File: config.mk
export PLATFORM = sky130hd
export DESIGN_NAME = rtc_core
export DESIGN_NICKNAME = d
export VERILOG_FILES = /design/src/rtl/rtc_pkg.sv /design/src/rtl/rtc_core.sv
export SDC_FILE = /design/constraint.sdc
export NUM_CORES = 1
export LEC_CHECK = 0
export BUFFER_PORTS_ARGS = -buffer_cell sky130_fd_sc_hd__clkbuf_2
export CAP_MARGIN = 20
export CORE_MARGIN = 5
export CORE_UTILIZATION = 60
export DETAILED_ROUTE_END_ITERATION = 12
export GPL_ROUTABILITY_DRIVEN = 0
export PLACE_DENSITY = 0.8
export RECOVER_POWER = 100
export SYNTH_ARGS = -nofsm -noshare
export SYNTH_HDL_FRONTEND = slang
export SYNTH_SLANG_ARGS = --single-unit
File: constraint.sdc
create_clock -name mclk -period 6.58 [get_ports mclk]
set_clock_uncertainty 0.15 [all_clocks]
set_input_delay 1.316 -clock mclk [delete_from_list [all_inputs] [get_ports mclk]]
set_output_delay 1.316 -clock mclk [all_outputs]
set_load 0.01 [all_outputs]
File: src/rtl/rtc_pkg.sv
/*
 * rtc_pkg: register map, field positions, reset values, types and
 * timing counts for the clock/calendar core.
 * Assumes a 250 MHz mclk and a 32.768 kHz oscillator tick enable.
 */
package rtc_pkg;
    // register offsets
    localparam logic [7:0] ADDR_CTRL_STATUS = 8'h01;
    localparam logic [7:0] ADDR_SECONDS     = 8'h02;
    localparam logic [7:0] ADDR_MINUTES     = 8'h03;
    localparam logic [7:0] ADDR_HOURS       = 8'h04;
    localparam logic [7:0] ADDR_DAYS        = 8'h05;
    localparam logic [7:0] ADDR_WEEKDAYS    = 8'h06;
    localparam logic [7:0] ADDR_MONTHS      = 8'h07;
    localparam logic [7:0] ADDR_YEARS       = 8'h08;
    // control/status, seconds and months field bits
    localparam int CS_PULSE_SEL  = 4;
    localparam int CS_ALARM_FLAG = 3;
    localparam int CS_TIMER_FLAG = 2;
    localparam int CS_ALARM_IE   = 1;
    localparam int CS_TIMER_IE   = 0;
    localparam int SEC_INTEGRITY = 7;
    localparam int MON_CENTURY   = 7;
    // implemented-bit masks
    localparam logic [7:0] MASK_CS   = 8'h1f;
    localparam logic [7:0] MASK_SEC  = 8'h7f;
    localparam logic [7:0] MASK_MIN  = 8'h7f;
    localparam logic [7:0] MASK_HOUR = 8'h3f;
    localparam logic [7:0] MASK_DAY  = 8'h3f;
    localparam logic [7:0] MASK_WDAY = 8'h07;
    localparam logic [7:0] MASK_MON  = 8'h1f;
    // BCD limits and reset values
    localparam logic [7:0] MAX_SEC   = 8'h59;
    localparam logic [7:0] MAX_HOUR  = 8'h23;
    localparam logic [7:0] MAX_WDAY  = 8'h06;
    localparam logic [7:0] MAX_MON   = 8'h12;
    localparam logic [7:0] MAX_YEAR  = 8'h99;
    localparam logic [7:0] FIRST_DAY = 8'h01;
    localparam logic [7:0] RST_ZERO  = 8'h00;
    // timing
    localparam int CLK_HZ        = 250_000_000;
    localparam int OSC_HZ        = 32768;
    localparam int PULSE_DEN_8192 = 8192;
    localparam int PULSE_DEN_4096 = 4096;
    localparam int PULSE_DEN_128  = 128;
    localparam int PULSE_DEN_64   = 64;
    localparam int PULSE_CYC_8192 = CLK_HZ / PULSE_DEN_8192;
    localparam int PULSE_CYC_4096 = CLK_HZ / PULSE_DEN_4096;
    localparam int PULSE_CYC_128  = CLK_HZ / PULSE_DEN_128;
    localparam int PULSE_CYC_64   = CLK_HZ / PULSE_DEN_64;
    localparam int PCNT_W         = 22;

    typedef enum logic [1:0] {
        TSRC_4096 = 2'h0,
        TSRC_64   = 2'h1,
        TSRC_1HZ  = 2'h2,
        TSRC_1_60 = 2'h3
    } rtc_tsrc_t;

    typedef struct packed {
        logic       minDis;
        logic [6:0] minute;
        logic       hourDis;
        logic [5:0] hour;
        logic       dayDis;
        logic [5:0] day;
        logic       wdayDis;
        logic [2:0] wday;
    } rtc_alarm_t;

    typedef struct packed {
        rtc_tsrc_t  src;
        logic [7:0] reload;
        logic       done;
    } rtc_timer_t;

    typedef struct packed {
        logic [7:0] sec;
        logic [7:0] min;
        logic [7:0] hour;
        logic [7:0] day;
        logic [7:0] wday;
        logic [7:0] month;
        logic [7:0] year;
        logic       century;
    } rtc_time_t;
endpackage : rtc_pkg

File: src/rtl/rtc_core.sv
/*
 * rtc_core: interrupt control/status, BCD timekeeping with leap years,
 * alarm flag and the active-low open-drain interrupt output.
 * Assumes the serial bus engine presents byte writes and a read address
 * synchronous to mclk; countdown timer and alarm settings come in as ports.
 */
// Summary of operation
// - control/status bits 7..5 always read zero and cannot be written.
// - level mode: interrupt active while timer flag and timer enable set.
// - pulse mode: each timer event gives one enabled pulse, width by source.
// - pulse mode with alarm flag and alarm enable holds interrupt active.
// - an alarm event sets the alarm flag, bit 3.
// - end of timer countdown sets the timer flag, bit 2.
// - both flags stay set until a host write clears them.
// - written flag bits are ANDed with current value; 0 clears, 1 keeps.
// - each enable lets its flag drive interrupt; result is OR of both.
// - loaded value zero means timer stopped; width depends on n=1 or more for 4096 Hz and 64 Hz sources.
// - seconds bit 7 shows clock integrity lost.
// - seconds are BCD 00..59 in bits 6..0.
// - minutes are BCD 00..59 in bits 6..0; bit 7 unused.
// - hours are BCD 00..23 in bits 5..0; bits 7..6 unused.
// - day of month is BCD 01..31 in bits 5..0.
// - February has 29 days when year divisible by 4, year 00 included.
// - weekday is binary 0..6 in bits 2..0; upper bits unused.
// - century bit toggles when year wraps from 99 to 00.
// - alarm occurs when all enabled comparisons first match current time.
`timescale 1ns/1ps
`default_nettype none
module rtc_core
    import rtc_pkg::*;
#(
    parameter int OSC_PER_SEC  = OSC_HZ,
    parameter int PULSE_N1_4K  = PULSE_CYC_8192,
    parameter int PULSE_NX_4K  = PULSE_CYC_4096,
    parameter int PULSE_N1_64  = PULSE_CYC_128,
    parameter int PULSE_SLOW   = PULSE_CYC_64
) (
    input  wire logic       mclk,
    input  wire logic       rst,
    input  wire logic       oscTick,
    input  wire logic       supplyLow,
    input  wire rtc_alarm_t alarmCfg,
    input  wire rtc_timer_t timerIn,
    input  wire logic       regWrEn,
    input  wire logic [7:0] regAddr,
    input  wire logic [7:0] regWrData,
    output logic      [7:0] regRdData,
    output logic            irqOut,
    output logic            irqOe
);
    generate
        if (OSC_PER_SEC < 2 || OSC_PER_SEC > 65536) begin : g_bad_osc
            $error("OSC_PER_SEC out of range");
        end
        if (PULSE_N1_4K < 1 || PULSE_NX_4K < 1 || PULSE_N1_64 < 1 || PULSE_SLOW < 1 ||
            PULSE_N1_4K >= (1 << PCNT_W) || PULSE_NX_4K >= (1 << PCNT_W) ||
            PULSE_N1_64 >= (1 << PCNT_W) || PULSE_SLOW >= (1 << PCNT_W)) begin : g_bad_pulse
            $error("pulse width parameter out of range");
        end
    endgenerate

    logic [15:0]       presc_ff;
    logic              secTick;
    rtc_time_t         time_ff;
    rtc_time_t         nxt_time;
    logic              integrityLost_ff;
    logic              pulseSel_ff;
    logic              alarmFlag_ff;
    logic              timerFlag_ff;
    logic              alarmIe_ff;
    logic              timerIe_ff;
    logic              nxt_alarmFlag;
    logic              nxt_timerFlag;
    logic              nxt_pulseSel;
    logic              nxt_alarmIe;
    logic              nxt_timerIe;
    logic [PCNT_W-1:0] pulseCnt_ff;
    logic [PCNT_W-1:0] nxt_pulseCnt;
    logic              alarmMatch;
    logic              alarmMatchPrev_ff;
    logic              alarmEvent;
    logic              timerSet;
    logic              pulseLoad;
    logic              csWrite;
    logic [7:0]        regRdData_ff;
    logic              irqOe_ff;
    logic              irqOut_ff;

    function automatic logic [7:0] bcdInc(input logic [7:0] v);
        if (v[3:0] == 4'h9) begin
            return {v[7:4] + 4'h1, 4'h0};
        end
        return {v[7:4], v[3:0] + 4'h1};
    endfunction : bcdInc

    // year is BCD: tens parity decides which units make it a multiple of 4
    function automatic logic isLeap(input logic [7:0] y);
        if (y[4]) begin
            return (y[3:0] == 4'h2) || (y[3:0] == 4'h6);
        end
        return (y[3:0] == 4'h0) || (y[3:0] == 4'h4) || (y[3:0] == 4'h8);
    endfunction : isLeap

    function automatic logic [7:0] lastDay(input logic [7:0] m, input logic [7:0] y);
        unique case (m)
            8'h02:                      return isLeap(y) ? 8'h29 : 8'h28;
            8'h04, 8'h06, 8'h09, 8'h11: return 8'h30;
            default:                    return 8'h31;
        endcase
    endfunction : lastDay

    function automatic logic [PCNT_W-1:0] pulseWidth(input rtc_tsrc_t s,
                                                     input logic      n1);
        unique case (s)
            TSRC_4096: return n1 ? PCNT_W'(PULSE_N1_4K) : PCNT_W'(PULSE_NX_4K);
            TSRC_64:   return n1 ? PCNT_W'(PULSE_N1_64) : PCNT_W'(PULSE_SLOW);
            default:   return PCNT_W'(PULSE_SLOW);
        endcase
    endfunction : pulseWidth

    // one-second enable from the oscillator tick
    assign secTick = oscTick && (presc_ff == 16'(OSC_PER_SEC - 1));

    always_ff @(posedge mclk) begin
        if (rst) begin
            presc_ff <= 16'h0000;
        end else if (secTick) begin
            presc_ff <= 16'h0000;
        end else if (oscTick) begin
            presc_ff <= presc_ff + 16'h0001;
        end
    end

    always_comb begin
        nxt_time = time_ff;
        if (secTick) begin
            if (time_ff.sec == MAX_SEC) begin
                nxt_time.sec = RST_ZERO;
                if (time_ff.min == MAX_SEC) begin
                    nxt_time.min = RST_ZERO;
                    if (time_ff.hour == MAX_HOUR) begin
                        nxt_time.hour = RST_ZERO;
                        nxt_time.wday = (time_ff.wday == MAX_WDAY) ? RST_ZERO
                                                                   : time_ff.wday + 8'h01;
                        if (time_ff.day == lastDay(time_ff.month, time_ff.year)) begin
                            nxt_time.day = FIRST_DAY;
                            if (time_ff.month == MAX_MON) begin
                                nxt_time.month = FIRST_DAY;
                                if (time_ff.year == MAX_YEAR) begin
                                    nxt_time.year    = RST_ZERO;
                                    nxt_time.century = ~time_ff.century;
                                end else begin
                                    nxt_time.year = bcdInc(time_ff.year);
                                end
                            end else begin
                                nxt_time.month = bcdInc(time_ff.month);
                            end
                        end else begin
                            nxt_time.day = bcdInc(time_ff.day);
                        end
                    end else begin
                        nxt_time.hour = bcdInc(time_ff.hour);
                    end
                end else begin
                    nxt_time.min = bcdInc(time_ff.min);
                end
            end else begin
                nxt_time.sec = bcdInc(time_ff.sec);
            end
        end
        // a host write to a field wins over the carry into it
        if (regWrEn) begin
            unique case (regAddr)
                ADDR_SECONDS:  nxt_time.sec   = regWrData & MASK_SEC;
                ADDR_MINUTES:  nxt_time.min   = regWrData & MASK_MIN;
                ADDR_HOURS:    nxt_time.hour  = regWrData & MASK_HOUR;
                ADDR_DAYS:     nxt_time.day   = regWrData & MASK_DAY;
                ADDR_WEEKDAYS: nxt_time.wday  = regWrData & MASK_WDAY;
                ADDR_MONTHS: begin
                    nxt_time.month   = regWrData & MASK_MON;
                    nxt_time.century = regWrData[MON_CENTURY];
                end
                ADDR_YEARS:    nxt_time.year  = regWrData;
                default: ;
            endcase
        end
    end

    always_ff @(posedge mclk) begin
        if (rst) begin
            time_ff <= '{sec: RST_ZERO, min: RST_ZERO, hour: RST_ZERO,
                         day: FIRST_DAY, wday: RST_ZERO, month: FIRST_DAY,
                         year: RST_ZERO, century: 1'b0};
        end else begin
            time_ff <= nxt_time;
        end
    end

    // power-on leaves time unreliable until software rewrites it
    always_ff @(posedge mclk) begin
        if (rst) begin
            integrityLost_ff <= 1'b1;
        end else if (supplyLow) begin
            integrityLost_ff <= 1'b1;
        end else if (regWrEn && regAddr == ADDR_SECONDS) begin
            integrityLost_ff <= regWrData[SEC_INTEGRITY];
        end
    end

    // disabled fields count as matching; with all disabled no alarm fires
    always_comb begin
        alarmMatch = !(alarmCfg.minDis && alarmCfg.hourDis &&
                       alarmCfg.dayDis && alarmCfg.wdayDis);
        if (!alarmCfg.minDis && alarmCfg.minute != time_ff.min[6:0]) begin
            alarmMatch = 1'b0;
        end
        if (!alarmCfg.hourDis && alarmCfg.hour != time_ff.hour[5:0]) begin
            alarmMatch = 1'b0;
        end
        if (!alarmCfg.dayDis && alarmCfg.day != time_ff.day[5:0]) begin
            alarmMatch = 1'b0;
        end
        if (!alarmCfg.wdayDis && alarmCfg.wday != time_ff.wday[2:0]) begin
            alarmMatch = 1'b0;
        end
    end

    // only the first cycle of a match counts, so a cleared flag stays clear
    assign alarmEvent = alarmMatch && !alarmMatchPrev_ff;

    always_ff @(posedge mclk) begin
        if (rst) begin
            alarmMatchPrev_ff <= 1'b1;
        end else begin
            alarmMatchPrev_ff <= alarmMatch;
        end
    end

    assign csWrite   = regWrEn && (regAddr == ADDR_CTRL_STATUS);
    assign timerSet  = timerIn.done && (timerIn.reload != 8'h00);
    assign pulseLoad = timerSet && nxt_pulseSel && nxt_timerIe;

    always_comb begin
        nxt_pulseSel  = pulseSel_ff;
        nxt_alarmIe   = alarmIe_ff;
        nxt_timerIe   = timerIe_ff;
        nxt_alarmFlag = alarmFlag_ff;
        nxt_timerFlag = timerFlag_ff;
        if (csWrite) begin
            nxt_pulseSel  = regWrData[CS_PULSE_SEL];
            nxt_alarmIe   = regWrData[CS_ALARM_IE];
            nxt_timerIe   = regWrData[CS_TIMER_IE];
            nxt_alarmFlag = alarmFlag_ff & regWrData[CS_ALARM_FLAG];
            nxt_timerFlag = timerFlag_ff & regWrData[CS_TIMER_FLAG];
        end
        // setting wins over a clear in the same cycle
        nxt_alarmFlag = nxt_alarmFlag | alarmEvent;
        nxt_timerFlag = nxt_timerFlag | timerSet;
    end

    // own process: pulseLoad is derived from the next values above
    always_comb begin
        if (pulseLoad) begin
            nxt_pulseCnt = pulseWidth(timerIn.src, timerIn.reload == 8'h01);
        end else if (pulseCnt_ff != '0) begin
            nxt_pulseCnt = pulseCnt_ff - PCNT_W'(1);
        end else begin
            nxt_pulseCnt = pulseCnt_ff;
        end
    end

    always_ff @(posedge mclk) begin
        if (rst) begin
            pulseSel_ff  <= 1'b0;
            alarmIe_ff   <= 1'b0;
            timerIe_ff   <= 1'b0;
            alarmFlag_ff <= 1'b0;
            timerFlag_ff <= 1'b0;
            pulseCnt_ff  <= '0;
        end else begin
            pulseSel_ff  <= nxt_pulseSel;
            alarmIe_ff   <= nxt_alarmIe;
            timerIe_ff   <= nxt_timerIe;
            alarmFlag_ff <= nxt_alarmFlag;
            timerFlag_ff <= nxt_timerFlag;
            pulseCnt_ff  <= nxt_pulseCnt;
        end
    end

    // built from next values so the pin and the timer flag move together
    always_ff @(posedge mclk) begin
        if (rst) begin
            irqOe_ff  <= 1'b0;
            irqOut_ff <= 1'b0;
        end else begin
            irqOe_ff  <= (nxt_alarmFlag && nxt_alarmIe) ||
                         (nxt_timerIe && (nxt_pulseSel ? (nxt_pulseCnt != '0)
                                                       : nxt_timerFlag));
            irqOut_ff <= 1'b0;
        end
    end

    always_ff @(posedge mclk) begin
        if (rst) begin
            regRdData_ff <= 8'h00;
        end else begin
            unique case (regAddr)
                ADDR_CTRL_STATUS: regRdData_ff <= {3'b000, pulseSel_ff, alarmFlag_ff,
                                                   timerFlag_ff, alarmIe_ff, timerIe_ff};
                ADDR_SECONDS:  regRdData_ff <= {integrityLost_ff, time_ff.sec[6:0]};
                ADDR_MINUTES:  regRdData_ff <= time_ff.min & MASK_MIN;
                ADDR_HOURS:    regRdData_ff <= time_ff.hour & MASK_HOUR;
                ADDR_DAYS:     regRdData_ff <= time_ff.day & MASK_DAY;
                ADDR_WEEKDAYS: regRdData_ff <= time_ff.wday & MASK_WDAY;
                ADDR_MONTHS:   regRdData_ff <= {time_ff.century, time_ff.month[6:0]};
                ADDR_YEARS:    regRdData_ff <= time_ff.year;
                default:       regRdData_ff <= 8'h00;
            endcase
        end
    end

    assign regRdData = regRdData_ff;
    assign irqOe     = irqOe_ff;
    assign irqOut    = irqOut_ff;
endmodule : rtc_core
`default_nettype wire

==> metrics.txt <==
Die H=117 um; largest cells by area after synthesis=dfxtp_1 (32%), nor2_1 (5.9%), ha_1 (4.4%); Num Clock Sinks=111; clk_lat worst skew=0.36 ns; CP startpoint=rst; worst hold-check path type=flop to flop; Pleak=0.00258 uW; Syn Inst Count=858; Mapped Area=0.00688 sq mm; clock slew at reported path FFs=0.07 ns; grt total ovfl=0; slew of the pin with the lowest slew margin=2.57 ns; unrepaired setup endpoints after global routing=no; Slew headroom=-0.714; Layout area overhead=8.50%; Initial Utilization=0.607; CP endpoint kind=flop; hold_buf cts=0; startpoint type of the worst setup path=input port; failing checks=max-capacitance violations, max-slew violations; remaining routing DRC violations=0; ANT nets after route=0; vias in the first global route=6283; hold_sp=integrityLost_ff; Resize count post-CTS=0; ANT cells=0; Routed WL=19.7 mm; Hold Vio Cnt, Final=0; Vias=6936; warnings from Yosys=0; worst reg2reg setup slack=2.53 ns; total global-route track usage=0.294; Post-CTS Setup Repair Bufs=0; share of layout cells above drive strength 1=0.0998; Via density=6.70; per-cell routed wire length=19.1 um; row cnt=39; #FFs+latches synth=111; status=finished with violations; Tcrit/Tclk final=0.746; drt first-iter violations=1025; commonest non-fill, non-tap cell in the layout=dfxtp_1; Die X-Extent=117 um; count of input and output buffers=66; FFs w/ async S/R, synth=0; worst reg2reg path depth=7; final-stage net count=970; CP max FO=54; worst r2r dst=time_ff[2]; worst r2r src=presc_ff[0]; max cap viols=3; Hold Path Depth=2; H-tree depth=3; Critical Path RT=6.63 ns; distinct cell type count after synthesis=76; HPWL after DPL=14.0 mm; ys flop type=dfxtp_1; most frequent cells in the layout=dfxtp_1 (111), nor2_1 (109), clkbuf_2 (54), nand2_1 (53), a21oi_1 (53); largest net degree at the start of global routing=55; first-pass GRT wire length=31.7 mm; Avg Cell Area, Syn=8.01 sq um; min cycle time layout=4.91 ns; setup TNS=0 ns; hold worst-path end=integrityLost_ff; kind of critical path=input port to flop; post-synth top area cell=dfxtp_1; antenna violations before repair=0; die area=0.0137 sq mm; Syn Nets=940; CP arrival=4.97 ns; max-slew violation count=73; # fillers=972; area share of the largest cell type after synthesis=0.323; total chip power=2130 uW; EDFF count, synth=0; Num CTS Buffers=9; Highest Clock Rate=204 MHz; Setup violations, final=0; part of the Yosys area used for sequential elements=0.323; Min Hold Slack=0.329 ns; root buf cell=clkbuf_16; Clock Tree Buf Depth=2; io pins=68; Pwr per Cell Area=286 mW/mm^2; Detailed Routing Iterations Pass 1=6; CTS tree=yes; VDD IR-drop max=0.000394 V; core area=0.0113 sq mm
==> state kept, by name, summed over array words and instances, names as in the netlist <==
signal and flops:
regRdData 8, integrityLost_ff 1, timerFlag_ff 1, alarmIe_ff 1, pulseCnt_ff 22, alarmFlag_ff 1, alarmMatchPrev_ff 1, pulseSel_ff 1
presc_ff 16, time_ff 57, timerIe_ff 1, irqOe 1
==> cell families (layout without fill, tap and decap cells) <==
group                    after synthesis  in the layout  share of synthesized area
other                                  1              1                   0.000545
AO/OA/AOI/OAI                        223            223                      0.223
XOR/XNOR                              54             54                     0.0688
flip-flops                           111            111                      0.323
multiplexers                          11             11                     0.0162
buffers and inverters                 75            109                     0.0444
AND/OR/NAND/NOR                      359            359                      0.280
adder cells (fa/ha/maj)               24             24                     0.0437
==> critical path, cell delays in order <==
cell and delay [ns]:
clkbuf_1 0.89, clkbuf_1 1.90, or2_0 0.72, a21oi_1 0.11
==> final cells by class <==
type / count / area [sq um] / share of cell area
repair buffers: 71 / 345 / 0.0463
clock buffers: 10 / 239 / 0.0320
multi-input cells: 672 / 4310 / 0.577
well taps: 143 / 179 / 0.0240
inverters: 23 / 86.3 / 0.0116
flip-flops and latches: 111 / 2220 / 0.298
clock inverters: 5 / 81.3 / 0.0109
==> layer usage <==
metal  routed length, um  global-route usage  vias to the layer above
li1                    -                   -                     3264
met3                1810              0.0694                       53
met4                 676               0.107                        0
met5                   0                   0                        -
met2                9370               0.487                      366
met1                7880               0.373                     3253
==> synth_stat cells (4+ instances only) <==
cell type,count
nor4b_1,6
and4_1,4
nand3_1,23
and3b_1,4
nand4_1,17
ha_1,24
clkbuf_1,41
o21ai_0,43
a41oi_1,4
o21a_1,6
a31oi_1,4
nor4_1,24
nand2_1,53
dfxtp_1,111
or4_1,14
or3_1,16
nor3_1,39
mux2i_1,10
o31a_1,4
a311oi_1,14
inv_1,23
o211ai_1,7
nor2_1,109
and2_1,6
and3_1,4
a211oi_1,32
nand4b_1,5
nor2b_1,6
a22oi_1,12
a222oi_1,9
a21oi_1,53
xnor2_1,29
nand2b_1,4
xor2_1,25
nand3b_1,6
==> per-stage QoR <==
stage	std cells	cell area [sq um]	util	setup slack, ns
after floorplan	858	6880	-	2.92
after global placement	1020	7210	0.637	2.34
after detailed placement	1020	7210	0.637	2.19
after CTS	1035	7530	0.665	2.56
after global routing	1035	7460	0.659	1.34
final	1035	7460	0.659	1.67
==> how the worst max path moves through the flow <==
stage                         endpoint  slack (ns)  cells after the start
after floorplan                  irqOe        2.92                      9
after global placement      time_ff[2]        2.34                      7
after detailed placement    time_ff[2]        2.19                      7
after CTS                   time_ff[2]        2.56                      7
after global routing       presc_ff[3]        1.34                      4
final                     presc_ff[11]        1.67                      4
==> power by group <==
group,leakage (uW),switching [uW],internal [uW]
Clock,0.000155,261,343
Sequential,0.000898,77.4,729
Combinational,0.00153,447,276
Note: power is estimated with default switching activity, not from simulation.
